<file path="src/common/vcfc_consts.svh">
`ifndef VCFC_CONSTS_SVH
`define VCFC_CONSTS_SVH

`define VCFC_FN_NOP          8'h00
`define VCFC_FN_TRAIN_ISO    8'h03
`define VCFC_FN_ENCODE       8'h05
`define VCFC_FN_DECODE       8'h06
`define VCFC_FN_TONE         8'h07
`define VCFC_FN_RECOG_ISO    8'h0B
`define VCFC_FN_LOAD_ISO     8'h0E
`define VCFC_FN_TRAIN_CX     8'h10
`define VCFC_FN_RECOG_CX     8'h11
`define VCFC_FN_EXTRACT_CX   8'h12
`define VCFC_FN_LOAD_CX      8'h13

`define VCFC_FLAG_END_PAUSE  0
`define VCFC_FLAG_RATE_6K    1
`define VCFC_FLAG_VOICE_DET  2
`define VCFC_FLAG_REWIND     3
`define VCFC_FLAG_RESERVED   4
`define VCFC_FLAG_RESIDENT   5
`define VCFC_FLAG_STATE_INT  6
`define VCFC_FLAG_DTMF_INT   7

`define VCFC_ST_OK           8'h00
`define VCFC_ST_PARAM        8'h03
`define VCFC_ST_BUSY         8'h06
`define VCFC_ST_INVALID      8'h09
`define VCFC_ST_RING         8'h0B
`define VCFC_ST_VOICE        8'h10
`define VCFC_ST_DTMF         8'h11
`define VCFC_ST_OFF_HOOK     8'h12
`define VCFC_ST_ON_HOOK      8'h15

`define VCFC_LEN_PLAIN       8'h04
`define VCFC_LEN_TRAIN       8'h06
`define VCFC_LEN_DTMF        8'h08
`define VCFC_LEN_NOP         8'h0A

`define VCFC_KIND_TLEN       2'h0
`define VCFC_KIND_TMPL       2'h1
`define VCFC_KIND_EVENT      2'h2

`define VCFC_FW_VOICE_DET    300
`define VCFC_FW_STATE_INT    301
`define VCFC_FW_DTMF_INT     400
`define VCFC_FW_VER_DEF      8'h04
`define VCFC_FW_REV_DEF      8'h00

`define VCFC_CLK_KHZ         125000
`define VCFC_SPEECH_MAX_MS   7500
`define VCFC_PAUSE_MS        240
`define VCFC_SPEECH_MAX_CYC  (`VCFC_SPEECH_MAX_MS * `VCFC_CLK_KHZ)
`define VCFC_PAUSE_CYC       (`VCFC_PAUSE_MS * `VCFC_CLK_KHZ)
`define VCFC_CNT_W           30

`endif

</file>
<file path="src/common/vcfc_pkg.sv">
package vcfc_pkg;

	typedef enum logic [6:0] {
		VCFC_IDLE   = 7'b000_0001,
		VCFC_TLEN   = 7'b000_0010,
		VCFC_TMPL   = 7'b000_0100,
		VCFC_RUN    = 7'b000_1000,
		VCFC_EVENT  = 7'b001_0000,
		VCFC_SEND   = 7'b010_0000,
		VCFC_STATUS = 7'b100_0000
	} vcfc_state_t;

	typedef struct packed {
		logic        heard;
		logic [29:0] speech_cnt;
		logic [29:0] silence_cnt;
		logic        stop;
	} vcfc_timer_t;

	typedef struct packed {
		vcfc_state_t st;
		logic [7:0]  func;
		logic [7:0]  flags;
		logic        tel;
		logic [7:0]  wend;
		logic [7:0]  code;
		logic [7:0]  len;
		logic [15:0] extra;
		logic        continuous_recognition_prev;
		logic [1:0]  ring_s;
		logic [1:0]  hook_s;
		logic        ring_q;
		logic        hook_q;
		logic        req_rec;
		logic [1:0]  req_kind;
		logic        send_tmpl;
		logic        audio_run;
		logic        rate_6k;
		logic        rewind;
		logic [7:0]  rewind_idx;
		logic        event_valid;
		logic [7:0]  event_idx;
		logic        stat_valid;
		logic [7:0]  stat_len;
		logic [15:0] stat_word;
		logic [15:0] stat_extra;
		logic        busy_err;
		logic        buf_hold;
	} vcfc_core_t;

endpackage : vcfc_pkg

</file>
<file path="src/logic/vcfc_core.sv">
// Behaviour
// RULE_01: End on pause: 7.5 s speech or 240 ms
// RULE_02: Low flag bits: pause, 6k, voice, rewind, reserved
// RULE_03: High flag bits: resident, state change, DTMF
// RULE_04: Host writes reserved bit 4 as zero
// RULE_05: Rate bit ignored for compression, error on telephone
// RULE_06: Voice detect interrupts decode during played silence
// RULE_07: Rewind restarts recognition at word end index
// RULE_08: Resident templates skip template requests
// RULE_09: State change aborts with matching status
// RULE_10: State abort only for audio ops and answer
// RULE_11: DTMF status with tone code word appended
// RULE_12: Features gated by control firmware revision
// RULE_13: Continuous recognition returns many event records
// RULE_14: Processed audio held until next command
// RULE_15: Extraction only after recognition or extraction
// RULE_16: Extraction takes event, returns template, status four
// RULE_17: Continuous training returns six byte status
// RULE_18: Continuous load like isolated, no voice processing
// RULE_19: Host sends fresh control record every start
// RULE_20: Status high byte always zero
// RULE_21: Busy error on command during running command
`timescale 1ns/1ns
`include "vcfc_consts.svh"

module vcfc_core #(
	parameter int unsigned SPEECH_MAX_CYC = `VCFC_SPEECH_MAX_CYC,
	parameter int unsigned PAUSE_CYC      = `VCFC_PAUSE_CYC
) (
	input  wire logic        i_clock,
	input  wire logic        i_rst_n,
	input  wire logic        i_cmd_valid,
	input  wire logic        i_tel_cmd,
	input  wire logic [7:0]  i_func,
	input  wire logic [7:0]  i_flags,
	input  wire logic [7:0]  i_word_end,
	input  wire logic        i_rec_done,
	input  wire logic        i_op_done,
	input  wire logic        i_op_error,
	input  wire logic [7:0]  i_op_code,
	input  wire logic [7:0]  i_peak,
	input  wire logic [7:0]  i_noise,
	input  wire logic        i_speech,
	input  wire logic        i_play_silence,
	input  wire logic        i_word_event,
	input  wire logic [7:0]  i_word_event_idx,
	input  wire logic        i_dtmf_valid,
	input  wire logic [7:0]  i_dtmf_code,
	input  wire logic        i_ring,
	input  wire logic        i_hook_off,
	output logic             o_req_rec,
	output logic [1:0]       o_req_kind,
	output logic             o_send_tmpl,
	output logic             o_audio_run,
	output logic             o_rate_6k,
	output logic             o_rewind,
	output logic [7:0]       o_rewind_idx,
	output logic             o_event_valid,
	output logic [7:0]       o_event_idx,
	output logic             o_stat_valid,
	output logic [7:0]       o_stat_len,
	output logic [15:0]      o_stat_word,
	output logic [15:0]      o_stat_extra,
	output logic             o_busy_err,
	output logic             o_buf_hold
);
	import vcfc_pkg::*;

	// Firmware identity; values are arbitrary defaults
	localparam logic [7:0] CP_VER = `VCFC_FW_VER_DEF;
	localparam logic [7:0] CP_REV = `VCFC_FW_REV_DEF;

	vcfc_core_t q_ff;
	vcfc_core_t nxt_q;
	logic       pause_stop;

	function automatic logic fw_at_least(input int unsigned need);
		return (int'(CP_VER) * 100 + int'(CP_REV)) >= need;
	endfunction : fw_at_least

	// Commands that move audio in or out, plus telephone answer
	function automatic logic is_audio_op(input logic [7:0] fn, input logic tel);
		return tel || fn == `VCFC_FN_TRAIN_ISO || fn == `VCFC_FN_TRAIN_CX // RULE_10
			|| fn == `VCFC_FN_ENCODE || fn == `VCFC_FN_DECODE
			|| fn == `VCFC_FN_RECOG_ISO || fn == `VCFC_FN_RECOG_CX;
	endfunction : is_audio_op

	vcfc_pause_timer #(
		.SPEECH_MAX_CYC (SPEECH_MAX_CYC),
		.PAUSE_CYC      (PAUSE_CYC)
	) u_pause (
		.i_clock  (i_clock),
		.i_rst_n  (i_rst_n),
		.i_run    (q_ff.st == VCFC_RUN && q_ff.func == `VCFC_FN_RECOG_CX && !q_ff.tel
			&& q_ff.flags[`VCFC_FLAG_END_PAUSE]), // RULE_01
		.i_speech (i_speech),
		.o_stop   (pause_stop)
	);

	logic hook_chg;
	logic state_abort_on;
	logic dtmf_on;
	logic voice_on;
	assign hook_chg  = q_ff.hook_q ^ q_ff.hook_s[1];
	assign state_abort_on = q_ff.flags[`VCFC_FLAG_STATE_INT] // RULE_03
		&& is_audio_op(q_ff.func, q_ff.tel) && fw_at_least(`VCFC_FW_STATE_INT); // RULE_12
	assign dtmf_on = q_ff.flags[`VCFC_FLAG_DTMF_INT] // RULE_03
		&& is_audio_op(q_ff.func, q_ff.tel) && fw_at_least(`VCFC_FW_DTMF_INT); // RULE_12
	assign voice_on = q_ff.flags[`VCFC_FLAG_VOICE_DET] && !q_ff.tel // RULE_02
		&& q_ff.func == `VCFC_FN_DECODE && fw_at_least(`VCFC_FW_VOICE_DET); // RULE_06

	always_comb begin
		nxt_q             = q_ff;
		nxt_q.rewind      = 1'b0;
		nxt_q.event_valid = 1'b0;
		nxt_q.stat_valid  = 1'b0;
		nxt_q.busy_err    = 1'b0;
		// Line and deskset pins are asynchronous to this clock
		nxt_q.ring_s = {q_ff.ring_s[0], i_ring};
		nxt_q.hook_s = {q_ff.hook_s[0], i_hook_off};
		nxt_q.ring_q = q_ff.ring_s[1];
		nxt_q.hook_q = q_ff.hook_s[1];
		if (i_cmd_valid && q_ff.st != VCFC_IDLE) begin
			nxt_q.busy_err = 1'b1; // RULE_21
		end
		case (q_ff.st)
			VCFC_IDLE: begin
				if (i_cmd_valid) begin
					// Every start latches a fresh control record
					nxt_q.func      = i_func; // RULE_19
					nxt_q.flags     = i_flags;
					nxt_q.tel       = i_tel_cmd;
					nxt_q.wend      = i_word_end;
					nxt_q.code      = `VCFC_ST_OK;
					nxt_q.len       = `VCFC_LEN_PLAIN;
					nxt_q.extra     = 16'h0000;
					nxt_q.continuous_recognition_prev = 1'b0;
					// Buffered audio survives only into an extraction
					nxt_q.buf_hold  = q_ff.buf_hold && !i_tel_cmd
						&& i_func == `VCFC_FN_EXTRACT_CX; // RULE_14
					nxt_q.st        = VCFC_RUN;
					if (i_tel_cmd) begin
						if (i_flags[`VCFC_FLAG_RATE_6K]) begin
							nxt_q.code = `VCFC_ST_PARAM; // RULE_05
							nxt_q.st   = VCFC_STATUS;
						end
					end else begin
						case (i_func)
							`VCFC_FN_NOP: begin
								nxt_q.len   = `VCFC_LEN_NOP;
								nxt_q.extra = {CP_VER, CP_REV}; // RULE_12
								nxt_q.st    = VCFC_STATUS;
							end
							`VCFC_FN_LOAD_ISO, `VCFC_FN_LOAD_CX: begin
								nxt_q.st = VCFC_TLEN; // RULE_18
							end
							`VCFC_FN_RECOG_ISO, `VCFC_FN_RECOG_CX: begin
								if (!i_flags[`VCFC_FLAG_RESIDENT]) begin
									nxt_q.st = VCFC_TLEN; // RULE_08
								end
							end
							`VCFC_FN_EXTRACT_CX: begin
								// Wrong predecessor is flagged, not run
								nxt_q.st = q_ff.continuous_recognition_prev ? VCFC_EVENT : VCFC_STATUS; // RULE_15
								if (!q_ff.continuous_recognition_prev) begin
									nxt_q.code = `VCFC_ST_INVALID;
								end
							end
							`VCFC_FN_TRAIN_ISO, `VCFC_FN_TRAIN_CX, `VCFC_FN_ENCODE,
							`VCFC_FN_DECODE, `VCFC_FN_TONE: begin
								nxt_q.st = VCFC_RUN;
							end
							default: begin
								nxt_q.code = `VCFC_ST_PARAM;
								nxt_q.st   = VCFC_STATUS;
							end
						endcase
					end
					if (!i_tel_cmd && i_func == `VCFC_FN_RECOG_CX && nxt_q.st == VCFC_RUN
						&& i_flags[`VCFC_FLAG_REWIND]) begin
						nxt_q.rewind     = 1'b1; // RULE_07
						nxt_q.rewind_idx = i_word_end;
					end
				end
			end
			VCFC_TLEN: begin
				if (i_rec_done) begin
					nxt_q.st = VCFC_TMPL; // RULE_08
				end
			end
			VCFC_TMPL: begin
				if (i_rec_done) begin
					if (q_ff.func == `VCFC_FN_LOAD_ISO || q_ff.func == `VCFC_FN_LOAD_CX) begin
						nxt_q.st = VCFC_STATUS; // RULE_18
					end else begin
						nxt_q.st = VCFC_RUN;
						if (q_ff.func == `VCFC_FN_RECOG_CX && q_ff.flags[`VCFC_FLAG_REWIND]) begin
							nxt_q.rewind     = 1'b1; // RULE_07
							nxt_q.rewind_idx = q_ff.wend;
						end
					end
				end
			end
			VCFC_RUN: begin
				if (i_word_event && q_ff.func == `VCFC_FN_RECOG_CX && !q_ff.tel) begin
					nxt_q.event_valid = 1'b1; // RULE_13
					nxt_q.event_idx   = i_word_event_idx;
				end
				// Abort causes outrank normal completion
				if (state_abort_on && (q_ff.ring_q || hook_chg)) begin
					nxt_q.st   = VCFC_STATUS; // RULE_09
					nxt_q.code = hook_chg ? (q_ff.hook_s[1] ? `VCFC_ST_OFF_HOOK : `VCFC_ST_ON_HOOK)
						: `VCFC_ST_RING;
				end else if (dtmf_on && i_dtmf_valid) begin
					nxt_q.st    = VCFC_STATUS;
					nxt_q.code  = `VCFC_ST_DTMF; // RULE_11
					nxt_q.len   = `VCFC_LEN_DTMF;
					nxt_q.extra = {8'h00, i_dtmf_code};
				end else if (voice_on && i_speech && i_play_silence) begin
					nxt_q.st   = VCFC_STATUS; // RULE_06
					nxt_q.code = `VCFC_ST_VOICE;
				end else if (pause_stop) begin
					nxt_q.st = VCFC_STATUS; // RULE_01
				end else if (i_op_error) begin
					nxt_q.st   = VCFC_STATUS;
					nxt_q.code = i_op_code;
				end else if (i_op_done) begin
					nxt_q.st = VCFC_STATUS;
					if (!q_ff.tel && (q_ff.func == `VCFC_FN_TRAIN_CX
						|| q_ff.func == `VCFC_FN_TRAIN_ISO)) begin
						nxt_q.st    = VCFC_SEND; // RULE_17
						nxt_q.len   = `VCFC_LEN_TRAIN;
						nxt_q.extra = {i_noise, i_peak};
					end
				end
			end
			VCFC_EVENT: begin
				if (i_rec_done) begin
					nxt_q.st = VCFC_SEND; // RULE_16
				end
			end
			VCFC_SEND: begin
				if (i_rec_done) begin
					nxt_q.st = VCFC_STATUS;
				end
			end
			VCFC_STATUS: begin
				nxt_q.stat_valid = 1'b1;
				nxt_q.stat_len   = q_ff.len;
				nxt_q.stat_word  = {8'h00, q_ff.code}; // RULE_20
				nxt_q.stat_extra = q_ff.extra;
				nxt_q.st         = VCFC_IDLE;
				if (!q_ff.tel && q_ff.code == `VCFC_ST_OK && (q_ff.func == `VCFC_FN_RECOG_CX
					|| q_ff.func == `VCFC_FN_EXTRACT_CX)) begin
					nxt_q.continuous_recognition_prev = 1'b1;
					nxt_q.buf_hold  = 1'b1; // RULE_14
				end
			end
			default: begin
				nxt_q.st = VCFC_IDLE;
			end
		endcase
		nxt_q.req_rec   = nxt_q.st == VCFC_TLEN || nxt_q.st == VCFC_TMPL || nxt_q.st == VCFC_EVENT;
		nxt_q.req_kind  = nxt_q.st == VCFC_TMPL ? `VCFC_KIND_TMPL
			: nxt_q.st == VCFC_EVENT ? `VCFC_KIND_EVENT : `VCFC_KIND_TLEN;
		nxt_q.send_tmpl = nxt_q.st == VCFC_SEND;
		nxt_q.audio_run = nxt_q.st == VCFC_RUN;
		// Compression always runs at the default rate
		nxt_q.rate_6k   = nxt_q.st == VCFC_RUN && nxt_q.flags[`VCFC_FLAG_RATE_6K] && !nxt_q.tel
			&& nxt_q.func != `VCFC_FN_ENCODE && nxt_q.func != `VCFC_FN_DECODE; // RULE_05
	end

	always_ff @(posedge i_clock) begin
		if (!i_rst_n) begin
			q_ff    <= '0;
			q_ff.st <= VCFC_IDLE;
		end else begin
			q_ff <= nxt_q;
		end
	end

	assign o_req_rec     = q_ff.req_rec;
	assign o_req_kind    = q_ff.req_kind;
	assign o_send_tmpl   = q_ff.send_tmpl;
	assign o_audio_run   = q_ff.audio_run;
	assign o_rate_6k     = q_ff.rate_6k;
	assign o_rewind      = q_ff.rewind;
	assign o_rewind_idx  = q_ff.rewind_idx;
	assign o_event_valid = q_ff.event_valid;
	assign o_event_idx   = q_ff.event_idx;
	assign o_stat_valid  = q_ff.stat_valid;
	assign o_stat_len    = q_ff.stat_len;
	assign o_stat_word   = q_ff.stat_word;
	assign o_stat_extra  = q_ff.stat_extra;
	assign o_busy_err    = q_ff.busy_err;
	assign o_buf_hold    = q_ff.buf_hold;
endmodule : vcfc_core

</file>
<file path="src/logic/vcfc_pause_timer.sv">
`timescale 1ns/1ns
`include "vcfc_consts.svh"

module vcfc_pause_timer #(
	parameter int unsigned SPEECH_MAX_CYC = `VCFC_SPEECH_MAX_CYC,
	parameter int unsigned PAUSE_CYC      = `VCFC_PAUSE_CYC
) (
	input  wire logic i_clock,
	input  wire logic i_rst_n,
	input  wire logic i_run,
	input  wire logic i_speech,
	output logic      o_stop
);
	import vcfc_pkg::*;

	vcfc_timer_t q_ff;
	vcfc_timer_t nxt_q;

	always_comb begin
		nxt_q      = q_ff;
		nxt_q.stop = 1'b0;
		if (!i_run) begin
			nxt_q = '0;
		end else if (i_speech) begin
			// A pause restarts the unbroken-speech count
			nxt_q.heard       = 1'b1;
			nxt_q.silence_cnt = '0;
			nxt_q.speech_cnt  = q_ff.speech_cnt + 30'h0000_0001;
			nxt_q.stop        = (nxt_q.speech_cnt >= `VCFC_CNT_W'(SPEECH_MAX_CYC)); // RULE_01
		end else begin
			nxt_q.speech_cnt = '0;
			if (q_ff.heard) begin
				nxt_q.silence_cnt = q_ff.silence_cnt + 30'h0000_0001;
				nxt_q.stop        = (nxt_q.silence_cnt >= `VCFC_CNT_W'(PAUSE_CYC)); // RULE_01
			end
		end
	end

	always_ff @(posedge i_clock) begin
		if (!i_rst_n) begin
			q_ff <= '0;
		end else begin
			q_ff <= nxt_q;
		end
	end

	assign o_stop = q_ff.stop;

endmodule : vcfc_pause_timer
</file>
<file path="config.mk">
export PLATFORM = sky130hd
export DESIGN_NAME = vcfc_core
export DESIGN_NICKNAME = d
export VERILOG_FILES = /design/src/common/vcfc_pkg.sv /design/src/logic/vcfc_core.sv /design/src/logic/vcfc_pause_timer.sv
export VERILOG_INCLUDE_DIRS = /design/src /design/src/common
export SDC_FILE = /design/constraint.sdc
export NUM_CORES = 1
export LEC_CHECK = 0
export ABC_AREA = 1
export BUFFER_PORTS_ARGS = -buffer_cell sky130_fd_sc_hd__buf_4
export CAP_MARGIN = 15
export CORE_UTILIZATION = 35
export DETAILED_ROUTE_END_ITERATION = 8
export PLACE_DENSITY = 0.58
export SLEW_MARGIN = 20
export SYNTH_ARGS = -nofsm -noshare
export SYNTH_HDL_FRONTEND = slang
export SYNTH_SLANG_ARGS = --single-unit
</file>
<file path="constraint.sdc">
create_clock -name i_clock -period 4.85 [get_ports i_clock]
set_input_delay 0.7275 -clock i_clock [delete_from_list [all_inputs] [get_ports i_clock]]
set_output_delay 0.7275 -clock i_clock [all_outputs]
set_load 0.02 [all_outputs]
</file>
### Word-level counts from Yosys, hierarchy flattened

Cells that the tools add are included.

* register bits: 192
* bits of input ports: 77
* output and inout port bits: 67

* $add $sub $neg: 2
* $lt $le $gt $ge: 2
* eq/ne operators: 49
* multiplexer cells: 58
* bitwise logic cells: 3
* reductions and logical operators: 62

Operator list (number)
* two-way mux 24 bit: 5
* two-way mux 7 bit: 17
* two-way mux 65 bit: 1
* equality test 8 x 5 -> 1 bit, second input constant: 8
* two-way mux 32 bit: 2
* one-hot mux 32 bit (2 select lines): 1
* adder 30 x 1 -> 30 bit, second input constant: 2
* two-way mux 9 bit: 6
* one-hot mux 7 bit (6 select lines): 1
* two-way mux 41 bit: 1
* equality test 8 x 3 -> 1 bit, second input constant: 5
* two-way mux 20 bit: 2
* equality test 8 x 4 -> 1 bit, second input constant: 4
* two-way mux 8 bit: 4
* greater-or-equal comparator 30 x 25 -> 1 bit, second input constant: 1
* greater-or-equal comparator 30 bit, second input constant: 1
* one-hot mux 7 bit (4 select lines): 1
* logical AND 1 bit: 27
* two-way mux 25 bit: 1
* equality test 7 x 4 -> 1 bit, second input constant: 3
* one-hot mux 9 bit (2 select lines): 1
* equality test 8 x 2 -> 1 bit, second input constant: 2
* logical NOT 8 bit: 2
* inequality test 8 x 3 -> 1 bit, second input constant: 2
* 34 further kinds: 76

### Longest topological paths before layout

Gate-level depths: netlist (run 1).

* depth in word-level cells: 17
* depth in mapped cells: 17
* gate-level depth less buffers: 17

### By module

From an unflattened synthesis (run 1), not the netlist that was laid out.

* cells, all modules: 1582
* area, all modules: 9883.2 um^2

Modules (own cells, without submodules)
* vcfc_core: instances 1, cells an instance 918, area each 6004.5 um^2, sequential area each 2362.3 um^2
* vcfc_pause_timer: instances 1, cells an instance 664, area each 3878.7 um^2, sequential area each 1241.2 um^2

### Worst setup path before layout (run 1)

OpenSTA, ideal clock, no wires.

* path kind: input port to flip-flop
* start point: input i_func[6]
* end point: register q_ff, in the netlist o_rewind_idx[0]
* library setup time: 0.132 ns
* data arrival time: 1.906 ns
* required time: 4.718 ns
* slack: 2.812 ns
* stages: 8
* buffers on the path: 0
* path through: nor2_1 nand3_1 inv_1 nand4_1 nor3_4 nand3_4 nand3_1 a31oi_1

* longest elaborated chain between the ends: 11
* elaborated cells between the ends (all ways): 23
* classes of those cells: eq/ne (12); mux (4); reduce/logical (7)

Ends and longest elaborated chain
* start, declared: line vcfc_core.sv:34 `input wire logic [7:0] i_func,`
* equality test 8 x 2 -> 1 bit, or another cell as far along: line vcfc_core.sv:148 `case (i_func)`
* OR reduction 5 bit, or another cell as far along: line vcfc_core.sv:148
* one-hot mux 7 bit (4 select lines): line vcfc_core.sv:148
* two-way mux 7 bit: line vcfc_core.sv:142 `if (i_tel_cmd) begin`
* two-way mux 7 bit: line vcfc_core.sv:128 `if (i_cmd_valid) begin`
* two-way mux 7 bit: line vcfc_core.sv:126 `case (q_ff.st)`
* equality test 7 x 4 -> 1 bit: line vcfc_core.sv:179 `` if (!i_tel_cmd && i_func == `VCFC_FN_RECOG_CX && nxt_q.st == VCFC_RUN ``
* logical AND 1 bit (*) (2 in a row): line vcfc_core.sv:179
* inequality test 2 bit (no line) (*)
* AND reduction 6 bit (no line) (*)
* end signal, assigned: line vcfc_core.sv:278 `q_ff <= nxt_q;`
* end, declared: line vcfc_core.sv:73 `vcfc_core_t q_ff;`

Every way passes the cells marked *; elsewhere a longest branch is shown, timed or not. The select of a mux whose other input is x is not followed.
A chain may end at the register's enable or synchronous reset.

### Worst setup path after layout (run 1)

* start point: register u_pause.q_ff[1] in the netlist's numbering
* end point: register u_pause.q_ff, in the netlist u_pause.o_stop

* longest elaborated chain between the ends: 4

Ends and longest elaborated chain
* start, declared: line vcfc_pause_timer.sv:16 `vcfc_timer_t q_ff;`
* start signal, assigned: line vcfc_pause_timer.sv:43 `q_ff <= nxt_q;`
* adder 30 x 1 -> 30 bit: line vcfc_pause_timer.sv:33 `nxt_q.silence_cnt = q_ff.silence_cnt + 30'h0000_0001;`
* greater-or-equal comparator 30 x 25 -> 1 bit: line vcfc_pause_timer.sv:34 `` nxt_q.stop = (nxt_q.silence_cnt >= `VCFC_CNT_W'(PAUSE_CYC)); ``
* two-way mux 1 bit: line vcfc_pause_timer.sv:32 `if (q_ff.heard) begin`
* two-way mux 1 bit: line vcfc_pause_timer.sv:24 `end else if (i_speech) begin`

Every way passes these cells.

==> results of run 1 <==
-- how the worst min path moves through the flow --
stage / end
4_1_cts: nxt_q[68]
3_3_place_gp: nxt_q[68]
5_1_grt: nxt_q[68]
6_report: nxt_q[68]
2_1_floorplan: nxt_q[67]
3_5_place_dp: nxt_q[68]
-- Yosys cell counts, drive strengths merged --
master,instances
clkbuf,24
nor4,3
a31oi,11
nor3,23
o21bai,1
nor2,282
inv,177
o21a,1
a21oi,63
a21boi,1
and2,1
o22ai,1
dfxtp,180
o311ai,1
nand3,69
o21ai,99
o211ai,1
xnor2,3
buf,71
nand4,43
nand3b,11
nand2,368
and3,2
clkinv,3
or2,6
xor2,17
ha,5
conb,1
a211oi,10
-- power breakdown --
| group | switching, W | leakage, nW | internal, W |
|---|---|---|---|
| registers | 0.0000332 | 1.46 | 0.00154 |
| clock network | 0.000690 | 0.289 | 0.000692 |
| logic | 0.000267 | 3.14 | 0.000150 |
| total | 0.000990 | 4.89 | 0.00239 |
-- state kept, by name, indices dropped and copies added (netlist names), 2 cells and up --
signal,cells
o_event_idx,8
o_stat_extra,16
q_ff,60
nxt_q,4
o_req_kind,2
o_stat_word,8
o_rewind_idx,8
u_pause.q_ff,61
o_stat_len,3
-- through the flow --
stage	worst slack (ns)	area, um2
finish	2.49	11300
global route	2.23	11300
CTS	2.46	11300
detailed placement	2.21	10700
global placement	2.22	10700
floorplan	2.81	9880
-- cells by family after synthesis --
logic type,synth area share (%)
AOI/OAI and AO/OA,10.6
xor gates and xnor gates,1.78
adders and majority gates,0.636
buffers and inverters,13.4
DFF,36.6
other,0.0381
and+or+nand+nor,37.0
-- layout make-up --
| cell class | instances | area [um2] |
|---|---|---|
| Clock inverter | 15 | 163 |
| Tap cell | 378 | 473 |
| Inverter | 180 | 677 |
| Multi-Input combinational cell | 1035 | 4970 |
| Sequential cell | 180 | 3600 |
| Timing Repair Buffer | 133 | 998 |
| Fill cell | 2947 | 16400 |
| Clock buffer | 17 | 425 |
| Antenna cell | 1 | 2.50 |
-- layer usage --
layer	global-route usage [%]	part of all wire, %	vias up
met5	0	0	-
met4	4.50	0.95	0
met3	3.96	5.0	18
met2	28.7	45	180
met1	23.8	49	4050
li1	-	-	4758
-- worst min-delay path: cells and delay by family (launching register included) --
kind | cells | cell delay, ns
flops | 1 | 0.31
simple gates | 1 | 0.04
buf+inv | 1 | 0.04
==> run summary, run 1 <==
### Final layout
* **share of post-route cells with drive strength above 1** 15.2%
* **highest-count cells in the layout ignoring fill and taps** 349 x sky130_fd_sc_hd__nand2_1, 272 x sky130_fd_sc_hd__nor2_1, 180 x sky130_fd_sc_hd__dfxtp_1, 162 x sky130_fd_sc_hd__inv_1, 133 x sky130_fd_sc_hd__buf_4
* **utilization of the core after routing** 40.8%
* **final cell count without fillers** 1,939
* **most common cell after layout, fill and taps aside** sky130_fd_sc_hd__nand2_1
* **number of nets in the finished design** 1,629
* **Layout area overhead** 15.0%

### Detailed routing
* **DRC errors left** 0
* **Final Routed Wirelength** 25.0 mm
* **number of DRC markers in iteration 0** 466
* **via count of the routed design** 9,006
* **DRT antenna net count** 0
* **detail-routed via count per cell** 4.64
* **mean routed wirelength per cell** 12.9 um
* **Initial DRT Pass Iterations** 5

### Floorplanning
* **effective utilization at floorplan** 35.5%
* **number of top-level design ports** 144
* **Total Die Area** 28,800 um2
* **Std-Cell Core Area** 27,700 um2
* **width of the chip** 170 um
* **Chip Height** 170 um
* **number of cell rows** 61

### Clock network
* **later-pin clock latency in the skew report** 0.44 ns
* **clock sink count** 180
* **Bufs on Longest Clock Path** 2
* **cts repair resizes** 0
* **number of buffers added to fix hold violations after cts** 0
* **library cell used as clock root buffer** sky130_fd_sc_hd__clkbuf_16
* **number of buffers added for setup after CTS** 0
* **CTS clk-pin slew, worst paths** 0.08 ns
* **TritonCTS clock tree** yes
* **depth of the CTS H-tree** 4
* **number of buffers inserted during clock tree synthesis** 17

### Critical path
* **startpoint types** flip-flop
* **depth of the worst register-to-register path** 14
* **dominant delay contributor by cell family on the critical path** simple AND/OR/NAND/NOR gates
* **R2R setup slack** 2.49 ns
* **cell with the most instances on the worst path** sky130_fd_sc_hd__nand2_1
* **startpoint of the worst-slack reg-to-reg timing path** u_pause.q_ff[1]
* **data arrival time of the worst path** 2.69 ns
* **Crit Path Max Fanout** 8
* **Slowest-stage cell, CP** sky130_fd_sc_hd__dfxtp_1
* **list of cells traversed by the critical path** ha_1, nand3_1, nor2_1, nand2_1, nand2_1, nand2_1, a21oi_1, nand3_1, nand3_1, nand3_1, nand2_1, nand2_1, nand2_1, nand2_1
* **launching instance or port of the critical path** u_pause.q_ff[1]
* **Worst R2R End** u_pause.o_stop
* **Worst setup EP type** flip-flop
* **critical path class** reg -> reg
* **max incr delay on CP** 0.46 ns
* **critical path depth** 14
* **buffers plus inverters on the worst setup path** 0
* **CP Capture Point** u_pause.o_stop
* **required time reported for the critical path endpoint** 5.18 ns

### Timing
* **fraction of the cycle the final worst path needs** 48.6%
* **fin crit period** 2.36 ns
* **final-layout setup total negative slack** 0 ns
* **worst slew slack as a fraction of its limit** 35.5%
* **worst slack on hold paths** 0.417 ns
* **count of endpoints failing setup in the final report** 0
* **Post-Route Skew** 0.0187 ns
* **Achievable Freq** 424 MHz
* **pin slew with the least headroom to its limit** 0.966 ns
* **final count of hold timing violations** 0
* **Max Transition Viols Final** 0
* **unrepaired setup endpoints after global routing** false

### Global routing
* **all-layer global routing usage** 17.8%
* **number of global-route vias before repair** 8,473
* **global-route wire length before repair** 41.2 mm
* **pin count of the biggest net entering global routing** 81
* **global route overflow** 0
* **initial antenna violation count** 1

### Yosys
* **most area-hungry cell type in the Yosys netlist** sky130_fd_sc_hd__dfxtp_1
* **cell types with the largest area share after synthesis** sky130_fd_sc_hd__dfxtp_1 37%, sky130_fd_sc_hd__nand2_1 13%, sky130_fd_sc_hd__nor2_1 10%
* **Netlist cell types** 52
* **gate count of the mapped netlist** 1,478
* **Syn. warnings** 0
* **portion of the post-synthesis area used by sequential elements** 36.6%
* **post-synthesis register bit count** 180
* **average instance area after synthesis** 6.66 um2
* **post-synthesis instance area** 9840 um2
* **top-area cell type share of the netlist area** 36.6%

### Placement
* **Placer Congestion** 0.849
* **Port Buffer Count** 129
* **post-detailed-placement half-perimeter wirelength** 18.6 mm
* **post-placement cell count** 1,906

### Power and ir drop
* **leakage dissipation** 4.89 nW
* **highest ir drop seen on vdd** 241 uV
* **sum of internal, switching and leakage power** 0.00337 W
* **Power Dens Cells** 298 nW/um2

### Hold path
* **Hold/Removal Path Class** reg -> reg
* **worst hold path stage count** 2
* **origin of the worst min-delay path** nxt_q[72]

### Run
* **Max Cap Viol** 0

### Outcome
* **run status** complete, no violations

Power figures use the tool's default switching activity.
==> run 2: changes to the inputs <==
- PLACE_DENSITY: 0.58 -> 0.6
- clock period: 4.85 -> 1.9 ns (I/O delays scaled with it)
==> run 2 against run 1 <==
Against the previous run:
- the flow now finishes with violations (negative setup slack)
- utilization grew 4.9 points
- first-iteration DRC count rose by 42%
- count of clock-buffer cells in the layout unchanged
- final area grew 12%
- combinational power rose to 3.5 times the previous value
- setup slack got worse by 2.5 ns
- critical path depth decreased by 2
- flip-flop and latch count is the same
- critical endpoint is now q_ff[91]
- largest power group unchanged
==> run summary, run 2 (synthesis gave the netlist of run 1 again) <==
### Power and ir drop
* **switching component of the power** 0.00271 W
* **combinational share of power** 15.8%
* **switching fraction of total power** 29.6%
* **share of power burned in the clock network** 40.2%
* **Power Dens Cells** 723 nW/um2
* **P_int** 0.00645 W
* **highest ir drop seen on vdd** 595 uV
* **power share of the sequential group** 44.0%
* **leakage dissipation** 5.58 nW

### Clock network
* **number of buffers added to fix hold violations after cts** 0
* **Bufs on Longest Clock Path** 2
* **TritonCTS clock tree** yes
* **depth of the CTS H-tree** 4
* **clock sink count** 180
* **later-pin clock latency in the skew report** 0.45 ns
* **number of buffers inserted during clock tree synthesis** 17
* **library cell used as clock root buffer** sky130_fd_sc_hd__clkbuf_16
* **CTS clk-pin slew, worst paths** 0.08 ns

### Floorplanning
* **width of the chip** 170 um
* **number of top-level design ports** 144
* **Std-Cell Core Area** 27,700 um2
* **Total Die Area** 28,800 um2
* **effective utilization at floorplan** 35.5%
* **Chip Height** 170 um
* **number of cell rows** 61

### Timing
* **fin crit period** 1.92 ns
* **count of endpoints failing setup in the final report** 8
* **final count of hold timing violations** 0
* **fraction of the cycle the final worst path needs** 101%
* **Post-Route Skew** 0.0168 ns
* **Max Transition Viols Final** 0
* **final-layout setup total negative slack** -0.0830 ns
* **unrepaired setup endpoints after global routing** true
* **Achievable Freq** 522 MHz
* **worst slack on hold paths** 0.0192 ns
* **min setup slack post-route** -0.0153 ns

### Detailed routing
* **DRC errors left** 0
* **mean routed wirelength per cell** 13.2 um
* **Final Routed Wirelength** 26.9 mm
* **via count of the routed design** 9,562
* **Initial DRT Pass Iterations** 5
* **detail-routed via count per cell** 4.69
* **number of DRC markers in iteration 0** 663
* **DRT antenna net count** 0

### Global routing
* **global-route wire length before repair** 42.8 mm
* **pin count of the biggest net entering global routing** 64
* **all-layer global routing usage** 18.4%
* **number of global-route vias before repair** 8,667
* **initial antenna violation count** 1
* **global route overflow** 0

### Critical path
* **startpoint of the worst-slack reg-to-reg timing path** q_ff[129]
* **Worst setup EP type** flip-flop
* **Worst R2R End** q_ff[91]
* **dominant delay contributor by cell family on the critical path** simple AND/OR/NAND/NOR gates
* **depth of the worst register-to-register path** 12
* **data arrival time of the worst path** 2.25 ns
* **CP Capture Point** q_ff[91]
* **startpoint types** flip-flop
* **critical path depth** 12
* **Crit Path Max Fanout** 8
* **critical path class** reg -> reg
* **R2R setup slack** -0.02 ns
* **cell with the most instances on the worst path** sky130_fd_sc_hd__nand2_2
* **buffers plus inverters on the worst setup path** 3
* **max incr delay on CP** 0.33 ns
* **Slowest-stage cell, CP** sky130_fd_sc_hd__dfxtp_2
* **launching instance or port of the critical path** q_ff[129]
* **list of cells traversed by the critical path** inv_2, nand2_2, nor3_4, nand2_1, nand2_2, buf_6, nand4_1, nand2_4, nand3_4, buf_12, nor2_1, nor2_2
* **required time reported for the critical path endpoint** 2.24 ns

### Final layout
* **number of nets in the finished design** 1,729
* **Layout area overhead** 28.9%
* **flip-flop count of the largest register after layout** 61
* **share of post-route cells with drive strength above 1** 26.2%
* **highest-count cells in the layout ignoring fill and taps** 318 x sky130_fd_sc_hd__nand2_1, 243 x sky130_fd_sc_hd__nor2_1, 210 x sky130_fd_sc_hd__buf_4, 165 x sky130_fd_sc_hd__dfxtp_1, 157 x sky130_fd_sc_hd__inv_1
* **register with the most flip-flops** u_pause.q_ff
* **most common cell after layout, fill and taps aside** sky130_fd_sc_hd__nand2_1

### Placement
* **Port Buffer Count** 129
* **post-detailed-placement half-perimeter wirelength** 19.7 mm
* **Placer Congestion** 0.863

### Hold path
* **Hold/Removal Path Class** in -> reg
* **worst hold path stage count** 3

### Outcome
* **run status** finished, violations left
* **violations in the final reports** negative setup slack

### Run
* **Max Cap Viol** 0

run 2: changes by cell type in the layout (fill, tap and decap cells not counted), sizes merged:
cell	before	now
nand2	368	369
inv	186	188
clkinv	9	6
clkbuf	17	20
bufinv	0	1
buf	133	229
run 2: layout make-up:
| type | count | area, um2 |
|---|---|---|
| fillers | 2791 | 15000 |
| multi-input cells | 1036 | 5330 |
| clock buffers | 17 | 425 |
| clock inverters | 15 | 183 |
| well taps | 378 | 473 |
| diodes | 1 | 2.50 |
| inverters | 180 | 693 |
| flip-flops and latches | 180 | 3630 |
| repair buffers | 232 | 1950 |
run 2: how the worst min path moves through the flow:
stage,to,from
finish,nxt_q[72],i_ring
global route,nxt_q[70],i_hook_off
CTS,nxt_q[72],i_ring
detailed placement,nxt_q[68],nxt_q[72]
global placement,nxt_q[68],nxt_q[72]
floorplan,nxt_q[70],i_hook_off
run 2: worst register-to-register path, delay by kind of cell (launching register included):
family        cells  cell delay [ns]
flops             1             0.33
simple gates      9             1.11
buf+inv           3             0.36
run 2: power groups by stage:
stage | combinational, W | clock (W) | sequential (W)
after detailed placement | 0.00117 | 0 | 0.00411
after global placement | 0.00116 | 0 | 0.00411
after global routing | 0.00160 | 0.00392 | 0.00405
final | 0.00145 | 0.00368 | 0.00403
after CTS | 0.00118 | 0.00377 | 0.00402
after floorplan | 0.000821 | 0 | 0.00409
run 2: per-stage QoR:
| step | setup slack [ns] | util (%) | instance area (um2) | total power [W] | instances |
|---|---|---|---|---|---|
| 2_1_floorplan | 0.0866 | - | 9880 | 0.00491 | 1490 |
| 3_3_place_gp | -0.0334 | 41.1 | 11400 | 0.00527 | 1984 |
| 3_5_place_dp | -0.0334 | 41.1 | 11400 | 0.00529 | 1984 |
| 4_1_cts | -0.0350 | 43.4 | 12000 | 0.00898 | 2018 |
| 5_1_grt | -0.153 | 45.8 | 12700 | 0.00957 | 2038 |
| 6_report | -0.0153 | 45.8 | 12700 | 0.00916 | 2039 |
run 2: timing repair:
item	in CTS	in global routing
setup endpoints to repair	10	90
gates resized for setup	3	157
pin swaps	1	42
gates cloned	0	6
buffers inserted	2	14
run 2: metal layers:
metal  track usage (%)  vias to the layer above  routed length [um]  part of all wire (%)
met5                 0                        -                   0                     0
met4              4.90                        0                 328                   1.2
met3              3.61                       23                1220                   4.5
met2              29.7                      209               12300                    46
met1              24.9                     4362               13100                    49
li1                  -                     4968                   -                     -
==> run 3: changes to the inputs <==
- RECOVER_POWER: not set -> 50
- SYNTH_HIERARCHICAL: not set -> 1
==> run 3 against run 2 <==
Against the previous run:
- the run now ends clean
- routed wire length rose by 4.0%
- utilization rose by 0.89 points
- combinational power fell by 12%
- power fell by 5.0%
- first-iteration DRC count rose by 2.3%
- flip-flop and latch count did not move
- largest cell class unchanged
- highest routed layer unchanged
==> run summary, run 3 <==
### Outcome
* **run status** complete, no violations

### Detailed routing
* **Final Routed Wirelength** 28.0 mm
* **via count of the routed design** 10,100
* **mean routed wirelength per cell** 13.1 um
* **DRT antenna net count** 0
* **Initial DRT Pass Iterations** 5
* **number of DRC markers in iteration 0** 678
* **detail-routed via count per cell** 4.73
* **DRC errors left** 0

### Power and ir drop
* **switching component of the power** 0.00250 W
* **Power Dens Cells** 672 nW/um2
* **leakage dissipation** 5.74 nW
* **switching fraction of total power** 28.7%
* **share of power burned in the clock network** 39.7%
* **highest ir drop seen on vdd** 461 uV
* **combinational share of power** 14.6%
* **power share of the sequential group** 45.8%
* **P_int** 0.00620 W
* **sum of internal, switching and leakage power** 0.00871 W

### Yosys
* **post-synthesis register bit count** 180
* **Syn. warnings** 6
* **cell types with the largest area share after synthesis** sky130_fd_sc_hd__dfxtp_1 36%, sky130_fd_sc_hd__nand2_1 16%, sky130_fd_sc_hd__nor2_1 12%
* **most used flip-flop cell after synthesis** sky130_fd_sc_hd__dfxtp_1
* **count of flip-flops with a built-in enable after synthesis** 0
* **average instance area after synthesis** 6.25 um2
* **most area-hungry cell type in the Yosys netlist** sky130_fd_sc_hd__dfxtp_1
* **fraction of registers with async set/reset** 0%
* **gate count of the mapped netlist** 1,582
* **portion of the post-synthesis area used by sequential elements** 36.5%
* **Netlist cell types** 36
* **post-synthesis instance area** 9880 um2
* **cell types with the highest counts after synthesis** 410 x sky130_fd_sc_hd__nand2_1, 313 x sky130_fd_sc_hd__nor2_1, 180 x sky130_fd_sc_hd__dfxtp_1, 180 x sky130_fd_sc_hd__inv_1, 101 x sky130_fd_sc_hd__o21ai_0
* **top-area cell type share of the netlist area** 36.5%
* **most used standard cell by instance count after synthesis** sky130_fd_sc_hd__nand2_1

### Run
* **Max Cap Viol** 0

### Floorplanning
* **Std-Cell Core Area** 27,800 um2
* **effective utilization at floorplan** 35.6%
* **Chip Height** 170 um
* **number of cell rows** 61
* **number of top-level design ports** 144
* **Total Die Area** 28,900 um2
* **width of the chip** 170 um

### Critical path
* **required time reported for the critical path endpoint** 2.22 ns
* **R2R setup slack** 0.03 ns
* **startpoint of the worst-slack reg-to-reg timing path** q_ff[133]
* **critical path class** reg -> reg
* **cell with the most instances on the worst path** sky130_fd_sc_hd__nand2_4
* **startpoint types** flip-flop
* **dominant delay contributor by cell family on the critical path** simple AND/OR/NAND/NOR gates
* **list of cells traversed by the critical path** inv_2, nand2_4, nor3_4, nand2_4, nor2_4, inv_4, nand2_4, nand3_4, nor2_4, buf_12, clkbuf_16, nand2_1, nand2_1, nor2_1
* **buffers plus inverters on the worst setup path** 4
* **Slowest-stage cell, CP** sky130_fd_sc_hd__dfxtp_4
* **Worst R2R End** q_ff[79]
* **Worst setup EP type** flip-flop
* **depth of the worst register-to-register path** 14
* **Crit Path Max Fanout** 7
* **max incr delay on CP** 0.36 ns
* **data arrival time of the worst path** 2.19 ns

### Final layout
* **register with the most flip-flops** u_pause/q_ff
* **highest-count cells in the layout ignoring fill and taps** 371 x sky130_fd_sc_hd__nand2_1, 257 x sky130_fd_sc_hd__nor2_1, 211 x sky130_fd_sc_hd__buf_4, 170 x sky130_fd_sc_hd__inv_1, 134 x sky130_fd_sc_hd__dfxtp_1
* **flip-flop count of the largest register after layout** 61
* **share of post-route cells with drive strength above 1** 28.5%
* **number of nets in the finished design** 1,825
* **most common cell after layout, fill and taps aside** sky130_fd_sc_hd__nand2_1
* **Layout area overhead** 31.2%
* **total inserted antenna cells** 0

### Clock network
* **number of buffers inserted during clock tree synthesis** 17
* **TritonCTS clock tree** yes
* **CTS clk-pin slew, worst paths** 0.08 ns
* **library cell used as clock root buffer** sky130_fd_sc_hd__clkbuf_16
* **later-pin clock latency in the skew report** 0.43 ns
* **depth of the CTS H-tree** 4
* **clock sink count** 180
* **Bufs on Longest Clock Path** 2

### Hold path
* **origin of the worst min-delay path** i_ring
* **worst min-delay path endpoint** nxt_q[72]
* **worst hold path stage count** 3
* **Hold/Removal Path Class** in -> reg

### Global routing
* **all-layer global routing usage** 18.4%
* **global route overflow** 0
* **met3 track demand over resource** 3.14%
* **GR Layer Usage met1** 23.9%
* **layer carrying the most global-route usage** met2
* **global-route wire length before repair** 43.0 mm
* **initial antenna violation count** 0
* **GR met2 Demand/Resource** 30.9%
* **pin count of the biggest net entering global routing** 69
* **number of global-route vias before repair** 9,044

### Timing
* **worst slew slack as a fraction of its limit** 61.6%
* **fraction of the cycle the final worst path needs** 98.5%
* **min setup slack post-route** 0.0289 ns
* **Max Transition Viols Final** 0
* **final count of hold timing violations** 0
* **final-layout setup total negative slack** 0 ns
* **unrepaired setup endpoints after global routing** true
* **fin crit period** 1.87 ns
* **Post-Route Skew** 0.0108 ns
* **pin slew with the least headroom to its limit** 0.571 ns
* **Achievable Freq** 534 MHz
* **count of endpoints failing setup in the final report** 0

### Placement
* **post-detailed-placement half-perimeter wirelength** 20.0 mm
* **Placer Congestion** 0.890
* **Port Buffer Count** 129
* **pre-CTS setup slack** -0.0467 ns

run 3: cell types whose count changed in the layout (fill, tap and decap cells not counted), moves of 15 or more:
cell | before | now
sky130_fd_sc_hd__nand3_1 | 59 | 74
sky130_fd_sc_hd__nor2_4 | 7 | 25
sky130_fd_sc_hd__dfxtp_2 | 12 | 37
sky130_fd_sc_hd__dfxtp_1 | 165 | 134
sky130_fd_sc_hd__nand2_1 | 318 | 371
run 3: worst max path at each step:
stage                     cells past startpoint             start  slack, ns               end
after global routing                         10         q_ff[130]      -0.12   u_pause/q_ff[7]
after CTS                                    15  u_pause/q_ff[32]     0.0007    u_pause/o_stop
after floorplan                              12         q_ff[126]       0.02  u_pause/q_ff[28]
after global placement                       13         q_ff[130]      -0.02       o_audio_run
after detailed placement                     13         q_ff[129]      -0.05       o_audio_run
final                                        14         q_ff[133]       0.03          q_ff[79]
run 3: final cells by class:
type / instances / area [um2]
timing repair buffer: 233 / 1950
multi-input combinational: 1114 / 5530
sequential: 180 / 3680
clock buffer: 17 / 425
fill: 2917 / 14800
clock inverter: 14 / 140
inverter: 197 / 754
tap: 378 / 473
timing repair inverter: 1 / 5.00
run 3: through the flow:
step | hold slack (ns) | utilization (%) | instances | cell area, um2
after global placement | 0.404 | 41.0 | 2077 | 11400
after CTS | 0.0259 | 43.1 | 2108 | 12000
after global routing | 0.0403 | 46.7 | 2134 | 13000
after floorplan | 0.383 | - | 1594 | 9930
final | 0.0445 | 46.7 | 2134 | 13000
after detailed placement | 0.407 | 41.0 | 2077 | 11400
run 3: worst reg2reg max path, stage by stage (launching register included):
cell and delay [ns]:
sky130_fd_sc_hd__dfxtp_4 0.36, sky130_fd_sc_hd__inv_2 0.07, sky130_fd_sc_hd__nand2_4 0.06, sky130_fd_sc_hd__nor3_4 0.21, sky130_fd_sc_hd__nand2_4 0.10, sky130_fd_sc_hd__nor2_4 0.18
sky130_fd_sc_hd__inv_4 0.07, sky130_fd_sc_hd__nand2_4 0.09, sky130_fd_sc_hd__nand3_4 0.08, sky130_fd_sc_hd__nor2_4 0.13, sky130_fd_sc_hd__buf_12 0.15, sky130_fd_sc_hd__clkbuf_16 0.14
sky130_fd_sc_hd__nand2_1 0.04, sky130_fd_sc_hd__nand2_1 0.06, sky130_fd_sc_hd__nor2_1 0.04
run 3: cell families after synthesis:
kind of cell | Yosys count | share of synthesized area [%]
other | 1 | 0.0379
DFF | 180 | 36.5
AOI/OAI and AO/OA | 180 | 9.38
and+or+nand+nor | 899 | 37.8
adders and majority gates | 4 | 0.506
xor gates and xnor gates | 18 | 1.60
buffers and inverters | 300 | 14.2
run 3: layer usage:
| metal | routed length (um) | up-vias |
|---|---|---|
| li1 | - | 5194 |
| met1 | 12800 | 4628 |
| met2 | 13300 | 237 |
| met3 | 1460 | 32 |
| met4 | 483 | 0 |
| met5 | 0 | - |
run 3: power by group through the flow:
| stage | Combinational, W | Sequential [W] | Clock, W |
|---|---|---|---|
| 2_1_floorplan | 0.000678 | 0.00407 | 0 |
| 3_3_place_gp | 0.00103 | 0.00408 | 0 |
| 3_5_place_dp | 0.00104 | 0.00408 | 0 |
| 4_1_cts | 0.00104 | 0.00399 | 0.00353 |
| 5_1_grt | 0.00139 | 0.00400 | 0.00370 |
| 6_report | 0.00127 | 0.00399 | 0.00345 |
run 3: repair_timing:
| action | 4_1_cts | 5_1_grt |
|---|---|---|
| resized for setup | 10 | 250 |
| setup endpoints to repair | 33 | 111 |
| pin swaps | 0 | 59 |
| buffers inserted | 0 | 19 |
| hold buffers | 0 | 0 |
| gates cloned | 0 | 8 |
